===== src/misc_op_map.svh =====
// Opcode values, reset values and widths for the misc control decoder
`ifndef MISC_OP_MAP_SVH
`define MISC_OP_MAP_SVH

`define OPC_WIDTH 10
`define OPC_WATCHDOG_HALT 10'h29c
`define OPC_IRQ_PERMIT 10'h005
`define OPC_POWERDOWN_ARM 10'h05b
`define OPC_PORT0_READ 10'h260

`define PORT_WIDTH_DEF 4
`define RST_FLAG 1'b0
`define SET_FLAG 1'b1
`define RST_ACC 4'h0

`endif


===== src/misc_op_pkg.sv =====
// Types shared by the misc control decoder and its bench
package misc_op_pkg;

    typedef enum logic [2:0] {
        OP_NONE,
        OP_WATCHDOG_HALT,
        OP_IRQ_PERMIT,
        OP_POWERDOWN_ARM,
        OP_PORT0_READ
    } decoded_op_e;

    typedef enum logic [1:0] {
        WDT_RUNNING,
        WDT_HALT_ARMED,
        WDT_HALTED
    } watchdog_state_e;

endpackage


===== src/sync_2ff.sv =====
// Two-stage synchroniser for a group of pin inputs
module sync_2ff #(
    parameter int WIDTH = 1
) (
    input wire logic sys_clk,
    input wire logic srst,
    input wire logic [WIDTH-1:0] asyncIn,
    output logic [WIDTH-1:0] syncOut
);

    genvar i;
    generate
        for (i = 0; i < WIDTH; i++) begin : gBit
            logic meta_q;
            logic stable_q;
            // First stage feeds only the second
            always_ff @(posedge sys_clk) begin
                if (srst) begin
                    meta_q <= 1'b0;
                    stable_q <= 1'b0;
                end else begin
                    meta_q <= asyncIn[i];
                    stable_q <= meta_q;
                end
            end
            assign syncOut[i] = stable_q;
        end
    endgenerate

endmodule // sync_2ff


===== src/misc_control_opcode_decode.sv =====
// Decode and execute of the watchdog-halt, irq-permit, power-down-arm and port-0 read ops
`include "misc_op_map.svh"

module misc_control_opcode_decode #(
    parameter int PORT_WIDTH = `PORT_WIDTH_DEF
) (
    input wire logic sys_clk,
    input wire logic srst,
    input wire logic execStrobe,
    input wire logic [`OPC_WIDTH-1:0] instrWord,
    input wire logic watchdogConfirmOp,
    input wire logic powerdownOp,
    input wire logic deepPowerdownOp,
    input wire logic irqPermitClear,
    input wire logic [PORT_WIDTH-1:0] inputPortZero,
    output logic opRecognised,
    output misc_op_pkg::decoded_op_e lastOp,
    output logic skipNext,
    output logic carryWrite,
    output logic watchdogHaltArmed,
    output logic watchdogHalted,
    output logic irqPermitFlag,
    output logic irqAcceptEnable,
    output logic powerdownArmed,
    output logic powerdownReq,
    output logic deepPowerdownReq,
    output logic accLoad,
    output logic [PORT_WIDTH-1:0] accData
);
    import misc_op_pkg::*;

    generate
        if (PORT_WIDTH < 1 || PORT_WIDTH > 16) begin : gBadWidth
            $error("PORT_WIDTH must be 1 to 16");
        end
    endgenerate

    // Port pins are asynchronous to the core clock
    logic [PORT_WIDTH-1:0] portSync;

    sync_2ff #(
        .WIDTH(PORT_WIDTH)
    ) uPortSync (
        .sys_clk(sys_clk),
        .srst(srst),
        .asyncIn(inputPortZero),
        .syncOut(portSync)
    );

    // Opcode decode, qualified by the execute strobe
    wire hitWatchdogHalt;
    wire hitIrqPermit;
    wire hitPowerdownArm;
    wire hitPort0Read;
    wire anyHit;
    wire powerdownUse;
    wire powerdownGo;
    logic powerdownArmed_q;

    assign hitWatchdogHalt = execStrobe && (instrWord == `OPC_WATCHDOG_HALT);
    assign hitIrqPermit = execStrobe && (instrWord == `OPC_IRQ_PERMIT);
    assign hitPowerdownArm = execStrobe && (instrWord == `OPC_POWERDOWN_ARM);
    assign hitPort0Read = execStrobe && (instrWord == `OPC_PORT0_READ);
    assign anyHit = hitWatchdogHalt || hitIrqPermit || hitPowerdownArm || hitPort0Read;

    assign powerdownUse = execStrobe && (powerdownOp || deepPowerdownOp);
    assign powerdownGo = powerdownUse && powerdownArmed_q;

    decoded_op_e opSel;
    assign opSel = hitWatchdogHalt ? OP_WATCHDOG_HALT :
                   hitIrqPermit ? OP_IRQ_PERMIT :
                   hitPowerdownArm ? OP_POWERDOWN_ARM :
                   hitPort0Read ? OP_PORT0_READ : OP_NONE;

    // Recognition pulse and last decoded op
    logic opRecognised_q;
    decoded_op_e lastOp_q;

    always_ff @(posedge sys_clk) begin
        if (srst) begin
            opRecognised_q <= `RST_FLAG;
            lastOp_q <= OP_NONE;
        end else begin
            opRecognised_q <= anyHit;
            if (anyHit) begin
                lastOp_q <= opSel;
            end
        end
    end

    // Watchdog halt sequencing
    watchdog_state_e wdtState_q;
    watchdog_state_e wdtState_d;

    always_comb begin
        wdtState_d = wdtState_q;
        case (wdtState_q)
            WDT_RUNNING: begin
                if (hitWatchdogHalt) begin
                    wdtState_d = WDT_HALT_ARMED;
                end
            end
            WDT_HALT_ARMED: begin
                // Confirm in the arming cycle itself does not count
                if (execStrobe && watchdogConfirmOp && !hitWatchdogHalt) begin
                    wdtState_d = WDT_HALTED;
                end
            end
            WDT_HALTED: begin
                // Only reset restarts the watchdog
                wdtState_d = WDT_HALTED;
            end
            default: begin
                wdtState_d = WDT_RUNNING;
            end
        endcase
    end

    always_ff @(posedge sys_clk) begin
        if (srst) begin
            wdtState_q <= WDT_RUNNING;
        end else begin
            wdtState_q <= wdtState_d;
        end
    end

    // Interrupt permit flag and its delayed acceptance
    logic irqPermit_q;
    logic irqPermit_d;
    logic irqAccept_q;

    // set wins over an external clear
    assign irqPermit_d = hitIrqPermit ? `SET_FLAG :
                         irqPermitClear ? `RST_FLAG : irqPermit_q;

    always_ff @(posedge sys_clk) begin
        if (srst) begin
            irqPermit_q <= `RST_FLAG;
        end else begin
            irqPermit_q <= irqPermit_d;
        end
    end

    always_ff @(posedge sys_clk) begin
        if (srst) begin
            irqAccept_q <= `RST_FLAG;
        end else if (!irqPermit_d) begin
            // A clear drops acceptance at once, no grace cycle
            irqAccept_q <= `RST_FLAG;
        end else if (execStrobe) begin
            irqAccept_q <= irqPermit_q;
        end
    end

    // Power-down arming and gated requests
    logic powerdownReq_q;
    logic deepPowerdownReq_q;

    always_ff @(posedge sys_clk) begin
        if (srst) begin
            powerdownArmed_q <= `RST_FLAG;
        end else if (hitPowerdownArm) begin
            powerdownArmed_q <= `SET_FLAG;
        end else if (powerdownUse) begin
            powerdownArmed_q <= `RST_FLAG;
        end
    end

    always_ff @(posedge sys_clk) begin
        if (srst) begin
            powerdownReq_q <= `RST_FLAG;
            deepPowerdownReq_q <= `RST_FLAG;
        end else begin
            powerdownReq_q <= powerdownGo && powerdownOp && !deepPowerdownOp;
            deepPowerdownReq_q <= powerdownGo && deepPowerdownOp;
        end
    end

    // Accumulator load from port 0
    logic accLoad_q;
    logic [PORT_WIDTH-1:0] accData_q;

    always_ff @(posedge sys_clk) begin
        if (srst) begin
            accLoad_q <= `RST_FLAG;
            accData_q <= PORT_WIDTH'(`RST_ACC);
        end else begin
            accLoad_q <= hitPort0Read;
            if (hitPort0Read) begin
                accData_q <= portSync;
            end
        end
    end

    // none of these ops skip or write carry
    assign skipNext = `RST_FLAG;
    assign carryWrite = `RST_FLAG;

    assign opRecognised = opRecognised_q;
    assign lastOp = lastOp_q;
    assign watchdogHaltArmed = (wdtState_q == WDT_HALT_ARMED);
    assign watchdogHalted = (wdtState_q == WDT_HALTED);
    assign irqPermitFlag = irqPermit_q;
    assign irqAcceptEnable = irqAccept_q;
    assign powerdownArmed = powerdownArmed_q;
    assign powerdownReq = powerdownReq_q;
    assign deepPowerdownReq = deepPowerdownReq_q;
    assign accLoad = accLoad_q;
    assign accData = accData_q;

endmodule // misc_control_opcode_decode


===== config.mk =====
export PLATFORM = sky130hd
export DESIGN_NAME = misc_control_opcode_decode
export DESIGN_NICKNAME = d
export VERILOG_FILES = /design/src/misc_op_pkg.sv /design/src/sync_2ff.sv /design/src/misc_control_opcode_decode.sv
export VERILOG_INCLUDE_DIRS = /design/src /design/src/src
export SDC_FILE = /design/constraint.sdc
export NUM_CORES = 1
export LEC_CHECK = 0
export BUFFER_PORTS_ARGS = -buffer_cell sky130_fd_sc_hd__buf_2
export CAP_MARGIN = 20
export CORE_MARGIN = 1.5
export CORE_UTILIZATION = 47
export DETAILED_ROUTE_END_ITERATION = 7
export PLACE_DENSITY = 0.85
export SYNTH_ARGS = -nofsm -noshare
export SYNTH_HDL_FRONTEND = slang
export SYNTH_SLANG_ARGS = --single-unit

===== constraint.sdc =====
create_clock -name sys_clk -period 2 [get_ports sys_clk]
set_clock_uncertainty 0.1 [all_clocks]
set_input_delay 0.4 -clock sys_clk [delete_from_list [all_inputs] [get_ports sys_clk]]
set_output_delay 0.4 -clock sys_clk [all_outputs]
set_load 0.01 [all_outputs]

==> impl_metrics.json <==
{
  "synth_most_common_cell": "dfxtp_1",
  "synthFlopType": "dfxtp_1",
  "reg2reg_slack_ns": 0.40,
  "multiInputGateArea_um2": 517,
  "design_area_um2": 1340,
  "cts_tree": "built",
  "instances_no_fill": 177,
  "cp.required_ns": 2.11,
  "arrival_ns": 1.88,
  "yosys_register_bits": 24,
  "hp-start": "deepPowerdownOp",
  "grt_first_pass_wirelength_um": 3930,
  "seqPwrFrac": 0.484,
  "syn_to_final_growth_pct": 26.3,
  "synth_top_area_share": 0.454,
  "antenna_found_initial": 0,
  "synth_largest_area_cell": "dfxtp_1",
  "cts_root_buf": "clkbuf_4",
  "remaining_drc_errors": 0,
  "timing.final.crit_share": 0.881,
  "grt_max_degree": 24,
  "period_minus_slack_ns": 1.76,
  "max_freq_ghz": 0.567,
  "ctsHoldBuffers": 0,
  "final_antenna_net_count": 0,
  "register_area_um2": 480,
  "cap_violations": 0,
  "grt_pass1_vias": 922,
  "dr.pass1.iters": 4,
  "placed_cells": 173,
  "path_class": "input port to flip-flop",
  "clock_sinks": 24,
  "wirelength_um": 2150,
  "ys_types": 37,
  "startpoint": "instrWord[4]",
  "hp-class": "input port to flip-flop",
  "synth-seq-area-share": 0.454,
  "status": "completed",
  "grt_overflow": 0,
  "fin_ws_ns": 0.238,
  "end_kind": "flip-flop",
  "wl_per_cell_um": 12.2,
  "peakVddDrop_mv": 0.574,
  "avgSynthCellArea_um2": 9.70,
  "rows": 16,
  "dp_hpwl_um": 1630,
  "intPower_uw": 785,
  "synthArstFlopShare": 0,
  "total_power_mw": 1.05,
  "fillers": 185,
  "power_density_nw_per_um2": 783,
  "crit_fanout": 9,
  "num-nets-final": 176,
  "synth.cell_area_um2": 1060,
  "cp-start-kind": "input port",
  "synth_common_cells": "dfxtp_1 (24), nor2b_1 (9), inv_1 (7), nand2_1 (7), nor2_1 (7)",
  "clkTransAtPathRegs_ns": 0.13,
  "rsz0062_at_grt": "false",
  "cts_buffers": 3,
  "diodes": 0,
  "start_util": 0.518,
  "p_leak_nw": 0.624,
  "drt_iter0_markers": 20,
  "viasPerCell": 5.34,
  "synth-warning-count": 0,
  "slew_violations": 0,
  "portBuffers": 36,
  "clockBufferDepth": 2,
  "comb_power_share": 0.183,
  "setup_viol": 0,
  "post_cts_buffers": 0,
  "swShare": 0.250,
  "core_area_um2": 2040,
  "hold_violations": 0,
  "dp_slack_ns": -0.0695,
  "p_clk_frac": 0.333,
  "p_sw_uw": 261,
  "track_usage": 0.199,
  "r2r-start": "wdtState_q[1]",
  "final.setup.tns_ns": 0,
  "htree_num_levels": 1,
  "ios": 39,
  "clk_latency_ns": 0.32,
  "syn_inst": 109,
  "drive_above_1_share": 0.320,
  "die_h_um": 50.4,
  "die-area_um2": 2540,
  "num_vias": 945,
  "die-width_um": 50.4,
  "gp_congestion": 0.828,
  "synthTopCellsByArea": "dfxtp_1 (45%), nor2b_1 (5.3%), ha_1 (4.7%)",
  "post_dp_cell_area_um2": 1280,
  "cts_resized": 0,
  "synth_edf_count": 0
}
==> power groups by stage <==
stage	registers [mW]	logic (mW)	clock network, mW
floorplan	0.514	0.130	0
global placement	0.516	0.183	0
detailed placement	0.517	0.188	0
CTS	0.506	0.190	0.351
global route	0.508	0.217	0.374
finish	0.506	0.192	0.348
==> layout by cell type, fill, tap and decap left out, types with 2 or more instances in the layout <==
cell / count
nor2_1: 7
nor4b_1: 3
conb_1: 2
ha_1: 4
mux2i_1: 5
a21oi_1: 2
clkbuf_4: 3
o32ai_1: 2
nor4_1: 2
nand4b_1: 3
buf_4: 6
inv_1: 7
buf_2: 36
a211oi_1: 3
a31oi_1: 3
nor2b_1: 9
o21ai_0: 2
dfxtp_1: 24
nand2_1: 7
o22ai_1: 2
==> registers in the layout (all words and copies together), names as in the netlist, 2 cells and up <==
name,count
wdtState_q,2
lastOp,3
uPortSync.gBit.stable_q,4
uPortSync.gBit.meta_q,4
accData,4
==> logic make-up after synthesis <==
kind of cell / synth area share
muxes: 0.0473
buffers and inverters: 0.0604
other: 0.00355
and+or+nand+nor: 0.259
DFF: 0.454
adders and majority gates: 0.0473
AOI/OAI and AO/OA: 0.128
==> critical path, stage by stage <==
cell     delay, ns
buf_2         0.12
or4b_1        0.50
or3_1         0.57
mux2i_1       0.23
nor2_1        0.05
==> final timing paths <==
| path | end | cells past startpoint |
|---|---|---|
| min | powerdownReq | 2 |
| max | accData[1] | 5 |
| min reg2reg | uPortSync.gBit[3].stable_q | 1 |
| max reg2reg | wdtState_q[1] | 5 |
==> stage by stage <==
step / utilization / hold slack, ns
final: 0.654 / 0.160
after global routing: 0.654 / 0.159
after CTS: 0.654 / 0.160
after detailed placement: 0.628 / 0.331
after global placement: 0.628 / 0.318
after floorplan: - / 0.314
==> layer usage <==
layer | GRT usage | part of all wire | wire [um] | vias to the layer above
li1 | - | - | - | 468
met1 | 0.245 | 0.45 | 967 | 446
met3 | 0.0417 | 0.058 | 124 | 2
met2 | 0.351 | 0.48 | 1040 | 29
met4 | 0.0541 | 0.0098 | 21 | 0
met5 | 0 | 0 | 0 | -
==> final cells by class <==
cell class                      count  area share
Timing Repair Buffer               42       0.169
Sequential cell                    24       0.360
Clock buffer                        3      0.0169
Clock inverter                      1      0.0225
Multi-Input combinational cell     73       0.387
Inverter                            7      0.0197
Tap cell                           27      0.0253
(Power assumes the default switching activity.)
